**config.mk**
```make
export PLATFORM = sky130hd
export DESIGN_NAME = tw_master
export DESIGN_NICKNAME = d
export VERILOG_FILES = /design/src/logic/tw_pkg.sv /design/src/logic/tw_stream_if.sv /design/src/logic/tw_fifo.sv /design/src/logic/tw_master.sv
export VERILOG_INCLUDE_DIRS = /design/src /design/src/logic
export SDC_FILE = /design/constraint.sdc
export NUM_CORES = 1
export LEC_CHECK = 0
export ABC_AREA = 0
export CAP_MARGIN = 20
export CELL_PAD_IN_SITES_DETAIL_PLACEMENT = 2
export CELL_PAD_IN_SITES_GLOBAL_PLACEMENT = 2
export CORE_ASPECT_RATIO = 2
export CORE_MARGIN = 2
export CORE_UTILIZATION = 50
export CTS_BUF_LIST = sky130_fd_sc_hd__clkbuf_16
export CTS_CLUSTER_SIZE = 28
export DETAILED_ROUTE_END_ITERATION = 10
export DONT_BUFFER_PORTS = 1
export GPL_TIMING_DRIVEN = 0
export HOLD_SLACK_MARGIN = 0.06
export PLACE_DENSITY_LB_ADDON = 0.1
export SLEW_MARGIN = 25
export SYNTH_ARGS = -nofsm -noshare
export SYNTH_HDL_FRONTEND = slang
export SYNTH_SLANG_ARGS = --single-unit
```
**constraint.sdc**
```tcl
create_clock -name clk_i -period 26.7 [get_ports clk_i]
set_input_delay 5.34 -clock clk_i [delete_from_list [all_inputs] [get_ports clk_i]]
set_output_delay 5.34 -clock clk_i [all_outputs]
set_load 0.01 [all_outputs]
```
**src/logic/tw_defs.svh**
```systemverilog
`ifndef TW_DEFS_SVH
`define TW_DEFS_SVH

`define TW_CLK_PERIOD_NS              4
`define TW_POWER_UP_COMMAND_DELAY_US  100
`define TW_POWER_UP_COMMAND_DELAY_CYC ((`TW_POWER_UP_COMMAND_DELAY_US * 1000 + `TW_CLK_PERIOD_NS - 1) / `TW_CLK_PERIOD_NS)
`define TW_SCL_QUARTER_NS             625
`define TW_SCL_QUARTER_CYC            ((`TW_SCL_QUARTER_NS + `TW_CLK_PERIOD_NS - 1) / `TW_CLK_PERIOD_NS)
`define TW_DATA_W                     8
`define TW_ACK_BIT_IDX                4'h8
`define TW_RECOVER_LAST_IDX           4'h8
`define TW_FIFO_DEPTH                 32

`endif

```
**src/logic/tw_pkg.sv**
```systemverilog
package tw_pkg;

    typedef enum logic [2:0] {
        ST_POWERUP = 3'h0,
        ST_IDLE    = 3'h1,
        ST_START   = 3'h2,
        ST_BYTE    = 3'h3,
        ST_ENDB    = 3'h4,
        ST_STOP    = 3'h5,
        ST_RECOVER = 3'h6
    } tw_state_t;

    typedef enum logic [2:0] {
        OP_START   = 3'h0,
        OP_WRITE   = 3'h1,
        OP_READ    = 3'h2,
        OP_STOP    = 3'h3,
        OP_RECOVER = 3'h4
    } tw_op_t;

    typedef struct packed {
        tw_state_t  st;
        logic [2:0] op;
        logic [31:0] pup_cnt;
        logic [7:0] qcnt;
        logic [1:0] q;
        logic [3:0] bitn;
        logic [7:0] sh;
        logic [7:0] rd;
        logic       nack;
        logic       ackbit;
        logic       scl_low;
        logic       sda_low;
        logic       scl_m;
        logic       scl_s;
        logic       sda_m;
        logic       sda_s;
        logic       idle;
        logic       ack;
        logic       err;
        logic       done;
        logic       push;
    } tw_master_st_t;

endpackage : tw_pkg

```
**src/logic/tw_stream_if.sv**
```systemverilog
interface tw_stream_if #(
    parameter int W = 8
) ();
    logic         valid;
    logic         ready;
    logic [W-1:0] data;

    modport src (output valid, output data, input ready);
    modport snk (input valid, input data, output ready);
endinterface : tw_stream_if

```
**src/logic/tw_fifo.sv**
```systemverilog
module tw_fifo #(
    parameter int W     = 8,
    parameter int DEPTH = 32
) (
    // Clock and reset
    input  wire logic clk_i,
    input  wire logic reset_i,
    // Streams
    tw_stream_if.snk  in_s,
    tw_stream_if.src  out_s
);
    localparam int AW = $clog2(DEPTH);

    typedef struct packed {
        logic [DEPTH-1:0][W-1:0] mem;
        logic [AW-1:0]           wp;
        logic [AW-1:0]           rp;
        logic [AW:0]             cnt;
        logic                    ov;
        logic [W-1:0]            od;
    } tw_fifo_st_t;

    tw_fifo_st_t s_r;
    tw_fifo_st_t s_nxt;
    logic        push;
    logic        pop;

    assign in_s.ready  = (s_r.cnt != (AW+1)'(DEPTH));
    assign out_s.valid = s_r.ov;
    assign out_s.data  = s_r.od;

    always_comb begin
        s_nxt = s_r;
        push  = in_s.valid && in_s.ready;
        pop   = (s_r.cnt != '0) && (!s_r.ov || out_s.ready);
        if (push) begin
            s_nxt.mem[s_r.wp] = in_s.data;
            s_nxt.wp          = s_r.wp + 1'b1;
        end
        if (pop) begin
            s_nxt.od = s_r.mem[s_r.rp];
            s_nxt.rp = s_r.rp + 1'b1;
            s_nxt.ov = 1'b1;
        end else if (out_s.ready) begin
            s_nxt.ov = 1'b0;
        end
        if (push && !pop) begin
            s_nxt.cnt = s_r.cnt + 1'b1;
        end else if (pop && !push) begin
            s_nxt.cnt = s_r.cnt - 1'b1;
        end
    end

    always_ff @(posedge clk_i or posedge reset_i) begin
        if (reset_i) begin
            s_r <= '0;
        end else begin
            s_r <= s_nxt;
        end
    end
endmodule : tw_fifo

```
**src/logic/tw_master.sv**
```systemverilog
// Operation
// Device ignores the bus until its supply passes its reset threshold.
// Master waits the power-up delay after reset before the first command.
// Receiver samples data on rising clock; data changes after falling clock.
// Bytes travel most significant bit first, one bit per clock.
// Each byte takes nine clocks: eight data bits and one answer bit.
// Master clocks each byte and its answer bit without pauses.
// Data line changes only while clock is low, stable while high.
// Device sees a Start as data falling while clock is high.
// Every command begins with a Start; device waits for one.
// Device sees a Stop as data rising while clock is high.
// A repeated Start may replace a Stop and begins a new operation.
// Any number of bytes may pass between Start and Stop.
// Bus is idle only when clock and data are both high.
// Transmitter releases data after eighth clock; receiver holds low during ninth.
// Master ends a read by leaving data high in the ninth clock.
// Receiver releases data at the end of the ninth clock.
// Device drives data only open-drain, pull-up gives the high level.
// Device is slave only and never drives the clock.
// Device returns to standby on Stop, or after its write cycle.
// Recovery toggles clock until data is released, at most nine, then Start; the master then returns to idle and sends the Start only on OP_START.
// Device leaves data released unless sending a bit or an acknowledge.
`include "tw_defs.svh"

module tw_master
    import tw_pkg::*;
#(
    parameter int unsigned PUP_CYCLES = `TW_POWER_UP_COMMAND_DELAY_CYC
) (
    // Clock and reset
    input  wire logic       clk_i,
    input  wire logic       reset_i,
    // Command port
    input  wire logic       cmd_valid_i,
    output logic            cmd_ready_o,
    input  wire tw_op_t     cmd_op_i,
    input  wire logic [7:0] cmd_data_i,
    input  wire logic       cmd_nack_i,
    // Status
    output logic            done_o,
    output logic            ack_o,
    output logic            err_o,
    output logic            busy_o,
    output logic            bus_idle_o,
    // Read data stream
    output logic            rx_valid_o,
    input  wire logic       rx_ready_i,
    output logic [7:0]      rx_data_o,
    // Serial clock pin
    input  wire logic       scl_i,
    output logic            scl_o,
    output logic            scl_oe_o,
    // Serial data pin
    input  wire logic       sda_i,
    output logic            sda_o,
    output logic            sda_oe_o
);
    localparam logic [7:0] QCYC = 8'(`TW_SCL_QUARTER_CYC);

    tw_master_st_t s_r;
    tw_master_st_t s_nxt;
    logic          step;
    logic          accept;

    tw_stream_if #(.W(`TW_DATA_W)) rx_in ();
    tw_stream_if #(.W(`TW_DATA_W)) rx_out ();

    tw_fifo #(
        .W     (`TW_DATA_W),
        .DEPTH (`TW_FIFO_DEPTH)
    ) u_fifo (
        .clk_i   (clk_i),
        .reset_i (reset_i),
        .in_s    (rx_in.snk),
        .out_s   (rx_out.src)
    );

    assign rx_in.valid  = s_r.push;
    assign rx_in.data   = s_r.rd;
    assign rx_out.ready = rx_ready_i;
    assign rx_valid_o   = rx_out.valid;
    assign rx_data_o    = rx_out.data;

    // A read is only taken when the buffer has room for its byte
    assign cmd_ready_o = (s_r.st == ST_IDLE)
                       && !(cmd_op_i == OP_READ && !rx_in.ready);
    assign accept      = cmd_valid_i && cmd_ready_o;

    // Both pins are open-drain: low when enabled, released otherwise
    assign scl_o      = 1'b0;
    assign scl_oe_o   = s_r.scl_low;
    assign sda_o      = 1'b0;
    assign sda_oe_o   = s_r.sda_low;
    assign done_o     = s_r.done;
    assign ack_o      = s_r.ack;
    assign err_o      = s_r.err;
    assign busy_o     = (s_r.st != ST_IDLE);
    assign bus_idle_o = s_r.idle;

    always_comb begin
        s_nxt       = s_r;
        s_nxt.done  = 1'b0;
        s_nxt.push  = 1'b0;
        s_nxt.scl_m = scl_i;
        s_nxt.scl_s = s_r.scl_m;
        s_nxt.sda_m = sda_i;
        s_nxt.sda_s = s_r.sda_m;
        s_nxt.idle  = s_r.scl_s && s_r.sda_s;
        // Quarter-period timer; the high phase waits while the clock is held low
        step = 1'b0;
        if (s_r.st != ST_IDLE && s_r.st != ST_POWERUP) begin
            if (s_r.qcnt == QCYC - 8'h01) begin
                s_nxt.qcnt = 8'h00;
                step       = !(s_r.q == 2'h2 && !s_r.scl_s);
            end else begin
                s_nxt.qcnt = s_r.qcnt + 8'h01;
            end
        end
        if (step) begin
            s_nxt.q = s_r.q + 2'h1;
        end
        unique case (s_r.st)
            ST_POWERUP: begin
                if (s_r.pup_cnt == PUP_CYCLES - 1) begin
                    s_nxt.st = ST_IDLE;
                end else begin
                    s_nxt.pup_cnt = s_r.pup_cnt + 32'h1;
                end
            end
            ST_IDLE: begin
                if (accept) begin
                    s_nxt.op   = cmd_op_i;
                    s_nxt.sh   = cmd_data_i;
                    s_nxt.nack = cmd_nack_i;
                    s_nxt.bitn = 4'h0;
                    s_nxt.q    = 2'h0;
                    s_nxt.qcnt = 8'h00;
                    unique case (cmd_op_i)
                        OP_START:   s_nxt.st = ST_START;
                        OP_WRITE:   s_nxt.st = ST_BYTE;
                        OP_READ:    s_nxt.st = ST_BYTE;
                        OP_STOP:    s_nxt.st = ST_STOP;
                        OP_RECOVER: s_nxt.st = ST_RECOVER;
                        default: begin
                            s_nxt.err  = 1'b1;
                            s_nxt.done = 1'b1;
                        end
                    endcase
                end
            end
            ST_START: begin
                if (step) begin
                    unique case (s_r.q)
                        2'h0: s_nxt.sda_low = 1'b0;
                        2'h1: s_nxt.scl_low = 1'b0;
                        2'h2: s_nxt.sda_low = 1'b1;
                        2'h3: begin
                            s_nxt.scl_low = 1'b1;
                            s_nxt.st      = ST_IDLE;
                            s_nxt.err     = 1'b0;
                            s_nxt.done    = 1'b1;
                        end
                    endcase
                end
            end
            ST_BYTE: begin
                if (step) begin
                    unique case (s_r.q)
                        2'h0: begin
                            s_nxt.scl_low = 1'b1;
                            // Data changes only in the low phase
                            if (s_r.bitn != `TW_ACK_BIT_IDX) begin
                                s_nxt.sda_low = (s_r.op == OP_WRITE) && !s_r.sh[7];
                            end else if (s_r.op == OP_WRITE) begin
                                s_nxt.sda_low = 1'b0;
                            end else begin
                                s_nxt.sda_low = !s_r.nack;
                            end
                        end
                        2'h1: s_nxt.scl_low = 1'b0;
                        2'h2: begin
                            if (s_r.bitn != `TW_ACK_BIT_IDX) begin
                                s_nxt.rd = {s_r.rd[6:0], s_r.sda_s};
                            end else begin
                                s_nxt.ackbit = s_r.sda_s;
                            end
                        end
                        2'h3: begin
                            s_nxt.scl_low = 1'b1;
                            if (s_r.bitn == `TW_ACK_BIT_IDX) begin
                                s_nxt.st = ST_ENDB;
                            end else begin
                                s_nxt.bitn = s_r.bitn + 4'h1;
                                s_nxt.sh   = {s_r.sh[6:0], 1'b0};
                            end
                        end
                    endcase
                end
            end
            ST_ENDB: begin
                if (step) begin
                    s_nxt.sda_low = 1'b0;
                    s_nxt.ack     = !s_r.ackbit;
                    s_nxt.err     = 1'b0;
                    s_nxt.push    = (s_r.op == OP_READ);
                    s_nxt.done    = 1'b1;
                    s_nxt.st      = ST_IDLE;
                end
            end
            ST_STOP: begin
                if (step) begin
                    unique case (s_r.q)
                        2'h0: begin
                            s_nxt.scl_low = 1'b1;
                            s_nxt.sda_low = 1'b1;
                        end
                        2'h1: s_nxt.scl_low = 1'b0;
                        2'h2: s_nxt.scl_low = 1'b0;
                        2'h3: begin
                            s_nxt.sda_low = 1'b0;
                            s_nxt.st      = ST_IDLE;
                            s_nxt.err     = 1'b0;
                            s_nxt.done    = 1'b1;
                        end
                    endcase
                end
            end
            ST_RECOVER: begin
                if (step) begin
                    unique case (s_r.q)
                        2'h0: begin
                            s_nxt.scl_low = 1'b1;
                            s_nxt.sda_low = 1'b0;
                        end
                        2'h1: s_nxt.scl_low = 1'b0;
                        2'h2: begin
                            if (s_r.sda_s) begin
                                s_nxt.st   = ST_IDLE;
                                s_nxt.err  = 1'b0;
                                s_nxt.done = 1'b1;
                            end
                        end
                        2'h3: begin
                            s_nxt.scl_low = 1'b1;
                            if (s_r.bitn == `TW_RECOVER_LAST_IDX) begin
                                s_nxt.st   = ST_IDLE;
                                s_nxt.err  = 1'b1;
                                s_nxt.done = 1'b1;
                            end else begin
                                s_nxt.bitn = s_r.bitn + 4'h1;
                            end
                        end
                    endcase
                end
            end
            default: s_nxt.st = ST_IDLE;
        endcase
    end

    always_ff @(posedge clk_i or posedge reset_i) begin
        if (reset_i) begin
            s_r <= '0;
        end else begin
            s_r <= s_nxt;
        end
    end
endmodule : tw_master

```
* Word-level counts from Yosys, hierarchy flattened *
Cells that the tools add are included.

storage, ports and cells
  register bits = 362
  logic and storage cells = 235
  input port bits = 18
  output and inout port bits = 19

cells by class
  $lt $le $gt $ge = 3
  mux-type cells = 67
  bitwise logic cells = 2
  reduce and logical (&&, ||, !) cells = 51
  $add $sub $neg = 8
  equal/unequal tests = 46

operators by type and width
  operator                                                                 number
  256-bit bitwise mux                                                      1
  8-bit two-way mux                                                        6
  8-bit binary-select mux with 5-bit select                                1
  8-bit demux with 5-bit select                                            1
  3-bit two-way mux                                                        11
  32-bit by 1-bit adder with 32-bit output, second input constant          1
  32-bit by 15-bit equality test with 1-bit output, second input constant  1
  12-bit two-way mux                                                       2
  2-bit two-way mux                                                        12
  22-bit two-way mux                                                       1
  2-bit != test, second input constant                                     11
  20-bit two-way mux                                                       1
  10-bit AND reduction                                                     2
  6-bit two-way mux                                                        3
  3-bit != test, second input constant                                     6
  3-bit case mux with 6 select lines                                       1
  8-bit case mux with 2 select lines                                       1
  3-bit by 2-bit equality test with 1-bit output, second input constant    5
  13-bit AND reduction                                                     1
  3-bit equality test, second input constant                               4
  1-bit logical AND                                                        12
  5-bit by 6-bit < comparator with 1-bit output, second input constant     2
  4-bit two-way mux                                                        3
  2-bit by 1-bit != test with 1-bit output, second input constant          6
  44 further kinds                                                         82

* Longest topological paths before layout *
Gate-level depths: netlist (run 1).

  depth after elaboration = 8
  mapped depth = 13

* Cells and area by module *
Synthesis (run 1) repeated with hierarchy kept, for this count alone.

second synthesis, totals
  cells, all modules = 1359
  area total of the unflattened synthesis = 17448.0 um^2

modules (own cells, without submodules)
  module     area an instance (um^2)  cells an instance  instances  sequential area each (um^2)
  tw_fifo    13176.4                  940                1          7031.7
  tw_master  4271.6                   419                1          2026.9

* Worst setup path after synthesis (run 1) *
OpenSTA, ideal clock, no wires.

  path kind = input port to output port
  start = input cmd_op_i[2]
  end = output cmd_ready_o
  data arrival time = 5.802 ns
  data required time = 21.360 ns
  setup slack = 15.558 ns
  cell stages on the path = 3
  cells stage by stage = nor2_1 nand4_1 and2_1

between the ends
  word-level cells in the longest chain between the ends = 4

ends and longest elaborated chain
  what                                            RTL line         text
  from (decl)                                     tw_master.sv:36  input wire tw_op_t cmd_op_i,
  3-bit by 2-bit equality test with 1-bit output  tw_master.sv:86  && !(cmd_op_i == OP_READ && !rx_in.ready);
  1-bit logical AND                               tw_master.sv:86
  1-bit zero test                                 tw_master.sv:86
  1-bit logical AND                               tw_master.sv:86
  to (decl)                                       tw_master.sv:35  output logic cmd_ready_o,

Every way passes these cells.

* Worst setup path in the final report (run 1) *
Ends and elaborated chain as after synthesis.

==> results of run 1 <==
-- sequential cells by signal (all words and copies together), names as in the netlist --
signal,flops
scl_oe_o,1
sda_oe_o,1
rx_in.data,8
u_fifo.out_s.data,8
err_o,1
u_fifo.s_r,272
rx_in.valid,1
s_nxt,2
ack_o,1
done_o,1
u_fifo.out_s.valid,1
bus_idle_o,1
s_r,64
-- worst max-delay path by stage --
stage,cells after the start,slack (ps),endpoint
CTS,3,15430,cmd_ready_o
floorplan,1,11310,ack_o$_DFFE_PP0P_
global placement,1,7600,u_fifo.s_r[245]$_DFFE_PP0P_
detailed placement,3,15440,cmd_ready_o
finish,3,15440,cmd_ready_o
global route,3,15380,cmd_ready_o
-- placed cells by master, fill, tap and decap left out, types with 7 or more instances in the layout --
| master | n |
|---|---|
| dfrtp_1 | 362 |
| mux2_2 | 285 |
| mux4_2 | 64 |
| nand2_1 | 52 |
| clkbuf_1 | 39 |
| clkbuf_16 | 37 |
| o22ai_1 | 33 |
| nand2_2 | 32 |
| nor2_1 | 32 |
| xnor2_1 | 32 |
| inv_1 | 29 |
| nand3_1 | 20 |
| xor2_1 | 20 |
| ha_1 | 20 |
| buf_4 | 19 |
| nand4_1 | 19 |
| o21ai_0 | 17 |
| nor4_1 | 17 |
| buf_2 | 16 |
| a21oi_1 | 13 |
| and2_1 | 8 |
| and3_1 | 8 |
| nor3_1 | 8 |
| nor2b_1 | 7 |
| nand3b_1 | 7 |
| clkinv_2 | 7 |
-- power by group --
group | total (uW) | switching [uW] | internal, uW
combinational | 279 | 176 | 103
sequential | 579 | 15.5 | 564
clock | 507 | 218 | 290
-- worst max-delay path: cells and delay by family --
kind | cells | cell delay [ps]
and+or+nand+nor | 3 | 580
-- cell type report --
type | count | area, um^2 | share of cell area
timing repair buffer | 4 | 110 | 0.00582
sequential | 362 | 9060 | 0.478
clock buffer | 37 | 926 | 0.0489
multi-input combinational | 784 | 7580 | 0.401
clock inverter | 25 | 216 | 0.0114
tap | 436 | 546 | 0.0288
buffer | 79 | 395 | 0.0209
inverter | 24 | 97.6 | 0.00515
-- metal layers --
metal  vias to the layer above  global-route usage  wire length [um]
met5                         -                   0                 0
met4                         0               0.204              4140
met3                       134              0.0304              1270
met2                       214               0.600             30400
met1                      5814               0.316             17800
li1                       4647                   -                 -
-- stage by stage --
stage / hold slack [ps] / std cells / util / total power [uW] / instance area (um^2)
3_3_place_gp: 336 / 1685 / 0.525 / 846 / 17700
4_1_cts: 358 / 1751 / 0.563 / 1380 / 18900
2_1_floorplan: 331 / 1249 / - / 767 / 17100
6_report: 354 / 1751 / 0.563 / 1370 / 18900
3_5_place_dp: 344 / 1689 / 0.529 / 861 / 17800
5_1_grt: 363 / 1751 / 0.563 / 1410 / 18900
-- logic make-up (layout without fill, tap and decap cells) --
kind of cell    after synthesis  in the layout
xor+xnor                     52             52
flops                       362            362
buf+inv                     103            169
fa+ha+maj                    21             21
compound gates              101            101
mux                         352            352
other cells                   1              2
simple gates                256            256
==> results.py, run 1 <==
metrics = {
    "run_status": {
        "outcome": "finished, final reports clean",
    },
    "clock_tree": {
        "cts_hold_buffers": 0,
        "clk_latency_ps": 530,
        "ctsLongestPathBuffers": 3,
        "clkSlewWorstSetupHoldPaths_ps": 60,
        "clock_sinks": 362,
        "numCtsBuffers": 35,
        "cts_resized": 0,
        "cts_root_buf": "clkbuf_16",
        "htree_levels": 2,
        "post_cts_buffers": 0,
        "cts_tree": "built",
    },
    "yosys": {
        "synth_compound_area_frac": 0.0392,
        "synthTopCellsByCount": "dfrtp_1, mux2_2, mux4_2, nand2_1, clkbuf_1",
        "synth_top_area_cell": "dfrtp_1",
        "ys_types": 75,
        "post-synth-top-count-cell": "dfrtp_1",
        "synth.area.top_cells": "dfrtp_1, mux2_2, mux4_2",
        "synth_ff_type": "dfrtp_1",
        "syn_avg_cell_area_um2": 13.7,
        "async_reset_ff_frac": 1.00,
        "synth_top_family_by_area": "multiplexers",
        "synth_cells": 1248,
        "synthSimpleGateAreaFrac": 0.0875,
        "synth_adder_area_share": 0.0158,
        "synth_edf_count": 0,
        "syn_area_um2": 17100,
        "ys_ff_latch": 362,
        "ys_seq_area_frac": 0.529,
        "synthMuxAreaShare": 0.273,
        "synth_top_area_share": 0.529,
        "yosys.area_share.xor_xnor": 0.0266,
        "ys.warnings.count": 0,
    },
    "placed_design": {
        "hpwl_um": 37000,
        "dp_slack_ps": 15440,
        "gp_congestion": 0.809,
        "port_buffers": 0,
    },
    "drt": {
        "vias_per_cell": 6.17,
        "wl_per_cell_um": 30.6,
        "firstDrtPassIters": 6,
        "drt-total-wl_um": 53600,
        "drc": 0,
        "drt_iter0_drc": 429,
        "vias": 10809,
        "ant_nets": 0,
    },
    "worst_setup_path": {
        "end_kind": "output port",
        "cp_cell_sequence": "nor2_1 > nand4_1 > and2_1",
        "crit_start": "cmd_op_i[2]",
        "crit_slowest_cell": "and2_1",
        "critical_path_class": "in2out",
        "r2r_slack_ps": 22970,
        "cpPeakStageDelay_ps": 280,
        "critPathMaxFanout": 7,
        "rr_startpoint": "u_fifo.s_r[9]$_DFFE_PP0P_",
        "reg2reg_to": "u_fifo.s_r[14]$_DFFE_PP0P_",
        "crit_required_ps": 21360,
        "critPathArrivalTime_ps": 5920,
        "start_kind": "primary input",
        "reg2reg_depth": 12,
    },
    "worst_hold_path": {
        "holdPathStages": 0,
        "min_path_type": "reg2reg",
        "holdPathEnd": "s_r[7]$_DFF_PP0_",
        "holdCritStartpoint": "s_nxt[7]$_DFF_PP0_",
    },
    "floorplanning": {
        "dieWidth_um": 135,
        "start_util": 0.509,
        "die_height_um": 266,
        "die-area_um2": 35800,
        "core_um2": 33600,
        "io_pins": 37,
        "num_rows": 95,
    },
    "sta": {
        "final-setup-viol-count": 0,
        "fin_ws_ps": 15440,
        "period_needed_ps": 11260,
        "max_slew_margin": 0.320,
        "worst_pin_slew_ps": 1020,
        "period_share": 0.422,
        "rsz0062_at_grt": "false",
        "finalHoldViolCount": 0,
        "final.setup_skew_ps": 13.7,
        "fin_setup_tns_ps": 0,
        "slew_violations": 0,
        "fmax_ghz": 0.0888,
    },
    "pwr": {
        "ir_drop_uv": 60.9,
        "power_density_nw_per_um2": 72.1,
        "power_leakage_uw": 0.00906,
    },
    "layout": {
        "num_antenna_cells": 0,
        "syn2layout_area_growth_pct": 10.6,
        "fillers": 3052,
        "fin_nets": 1329,
        "drive_gt1_frac": 0.376,
    },
    "global_routing": {
        "grt_usage": 0.314,
        "grt_overflow_total": 0,
        "antenna_found_initial": 0,
        "first_global_vias": 13109,
        "grt_max_degree": 97,
        "grt_pass1_wl_um": 83300,
    },
    "job": {
        "max-cap-violations": 0,
    },
}
(Power assumes the default switching activity.)
==> run 2: changes to the inputs <==
--- a/config.mk
+++ b/config.mk
@@ -12,7 +12,7 @@
 export CELL_PAD_IN_SITES_GLOBAL_PLACEMENT = 2
 export CORE_ASPECT_RATIO = 2
 export CORE_MARGIN = 2
-export CORE_UTILIZATION = 50
+export CORE_UTILIZATION = 46
 export CTS_BUF_LIST = sky130_fd_sc_hd__clkbuf_16
 export CTS_CLUSTER_SIZE = 28
 export DETAILED_ROUTE_END_ITERATION = 10
==> constraint.sdc (replaced) <==
create_clock -name clk_i -period 10.5 [get_ports clk_i]
set_input_delay 2.1 -clock clk_i [delete_from_list [all_inputs] [get_ports clk_i]]
set_output_delay 2.1 -clock clk_i [all_outputs]
set_load 0.01 [all_outputs]
==> results.py, run 2 (same netlist as run 1, synthesis figures left out) <==
metrics = {
    "layout": {
        "largest_register_ffs": 272,
        "final_cell_mix": "dfrtp_1, mux2_2, mux4_2",
        "fillers": 3393,
        "regMostFlops": "u_fifo.s_r",
        "drive_gt1_frac": 0.381,
        "fin_nets": 1339,
        "num_antenna_cells": 0,
        "layout_commonest_cell": "dfrtp_1",
        "syn2layout_area_growth_pct": 11.9,
        "largestRegisters": "u_fifo.s_r: 272 flops, s_r: 64 flops",
    },
    "pwr": {
        "power_uw": 3500,
        "power_frac_seq": 0.420,
        "power_leakage_uw": 0.00914,
        "ir_drop_uv": 126,
        "p_clk_frac": 0.383,
        "switching_power_uw": 1030,
        "swShare": 0.294,
        "intPower_uw": 2470,
        "power_density_nw_per_um2": 183,
        "power_frac_comb": 0.197,
    },
    "worst_setup_path": {
        "critical_path_class": "in2reg",
        "cp_common_cell": "inv_1",
        "crit_slowest_cell": "a21oi_1",
        "start_kind": "primary input",
        "cpPeakStageDelay_ps": 800,
        "reg2reg_depth": 13,
        "end_kind": "register",
        "crit_required_ps": 10930,
        "reg2reg_to": "u_fifo.s_r[14]$_DFFE_PP0P_",
        "critPathMaxFanout": 10,
        "critPathArrivalTime_ps": 5270,
        "cp_cell_sequence": "inv_1 > a21oi_1 > buf_2 > inv_1 > ha_1 > inv_1 > ha_1 > a21o_1 > a21oi_1 > nand4b_1 > nand3_1 > xor2_1",
        "rr_startpoint": "u_fifo.s_r[9]$_DFFE_PP0P_",
        "r2r_slack_ps": 6460,
    },
    "global_routing": {
        "first_global_vias": 12422,
        "grt_pass1_wl_um": 76800,
        "grt_usage": 0.260,
        "grt_max_degree": 35,
        "grt_overflow_total": 0,
        "antenna_found_initial": 0,
    },
    "sta": {
        "rsz0062_at_grt": "false",
        "final.setup_skew_ps": 20.5,
        "period_share": 0.461,
        "fin_setup_tns_ps": 0,
        "period_needed_ps": 4840,
        "max_slew_margin": 0.309,
        "fmax_ghz": 0.206,
        "fin_ws_ps": 5660,
        "final-setup-viol-count": 0,
        "worst_pin_slew_ps": 1040,
        "slew_violations": 0,
        "finalHoldViolCount": 0,
    },
    "worst_hold_path": {
        "holdPathEnd": "s_r[5]$_DFF_PP0_",
        "holdCritStartpoint": "s_nxt[5]$_DFF_PP0_",
        "holdPathStages": 0,
        "min_path_type": "reg2reg",
    },
    "placed_design": {
        "dp_slack_ps": 5110,
        "hpwl_um": 34300,
        "gp_congestion": 0.783,
        "port_buffers": 0,
    },
    "drt": {
        "vias_per_cell": 5.94,
        "firstDrtPassIters": 6,
        "wl_per_cell_um": 27.3,
        "drc": 0,
        "drt_iter0_drc": 462,
        "ant_nets": 0,
        "vias": 10607,
        "drt-total-wl_um": 48700,
    },
    "floorplanning": {
        "die_height_um": 277,
        "dieWidth_um": 140,
        "start_util": 0.464,
        "die-area_um2": 38900,
        "num_rows": 100,
        "io_pins": 37,
        "core_um2": 36900,
    },
    "clock_tree": {
        "clk_latency_ps": 550,
        "htree_levels": 2,
        "cts_resized": 0,
        "numCtsBuffers": 37,
        "clock_sinks": 362,
        "cts_hold_buffers": 0,
        "clkSlewWorstSetupHoldPaths_ps": 60,
        "cts_tree": "built",
        "cts_root_buf": "clkbuf_16",
        "ctsLongestPathBuffers": 3,
        "post_cts_buffers": 0,
    },
    "run_status": {
        "outcome": "finished, final reports clean",
    },
    "job": {
        "max-cap-violations": 0,
    },
}
[run 2: cell count changes in the layout (fill, tap and decap cells not counted), sizes merged]
cell      previous run  this run
inv                 30        29
clkinv              14        15
clkbuf              76        78
clkinvlp             1         2
buf                 44        52
[run 2: worst max-delay path by stage]
stage,start,to,slack [ps],depth (start not counted)
6_report,rx_ready_i,u_fifo.s_r[14]$_DFFE_PP0P_,5660,12
3_3_place_gp,reset_i,s_r[56]$_DFFE_PP0P_,1640,1
3_5_place_dp,rx_ready_i,u_fifo.s_r[14]$_DFFE_PP0P_,5110,12
5_1_grt,rx_ready_i,u_fifo.s_r[14]$_DFFE_PP0P_,5550,12
2_1_floorplan,reset_i,ack_o$_DFFE_PP0P_,3550,1
4_1_cts,rx_ready_i,u_fifo.s_r[14]$_DFFE_PP0P_,5650,12
[run 2: area by class of cell]
class	count	area (um^2)	share of cell area
clock inverters	26	225	0.0118
clock buffers	39	976	0.0509
inverters	24	93.8	0.00490
multi-input cells	784	7580	0.396
repair buffers	12	248	0.0129
plain buffers	79	395	0.0206
well taps	459	574	0.0300
flip-flops and latches	362	9060	0.473
[run 2: power groups by stage]
stage	registers, uW	logic [uW]	clock network [uW]
after global placement	1490	656	0
after floorplan	1480	465	0
final	1470	688	1340
after global routing	1480	735	1420
after detailed placement	1500	692	0
after CTS	1470	698	1380
[run 2: per-stage QoR]
step / std cells / instance area [um^2] / hold WS [ps] / utilization
5_1_grt: 1785 / 19200 / 381 / 0.519
4_1_cts: 1785 / 19200 / 369 / 0.519
2_1_floorplan: 1249 / 17100 / 331 / -
3_5_place_dp: 1720 / 18000 / 346 / 0.486
6_report: 1785 / 19200 / 363 / 0.519
3_3_place_gp: 1708 / 17700 / 341 / 0.480
[run 2: routing by layer]
layer | GRT usage | share of wire | vias up | routed length [um]
met1 | 0.325 | 0.41 | 5703 | 19700
met3 | 0.0304 | 0.026 | 86 | 1280
met4 | 0.0857 | 0.031 | 0 | 1520
met5 | 0 | 0 | - | 0
li1 | - | - | 4647 | -
met2 | 0.468 | 0.54 | 171 | 26100
[run 2: worst max-delay path: cells and delay by family]
family,cells,cell delay [ps]
buf+inv,4,850
fa+ha+maj,2,590
simple gates,2,280
compound gates,3,1270
xor+xnor,1,160
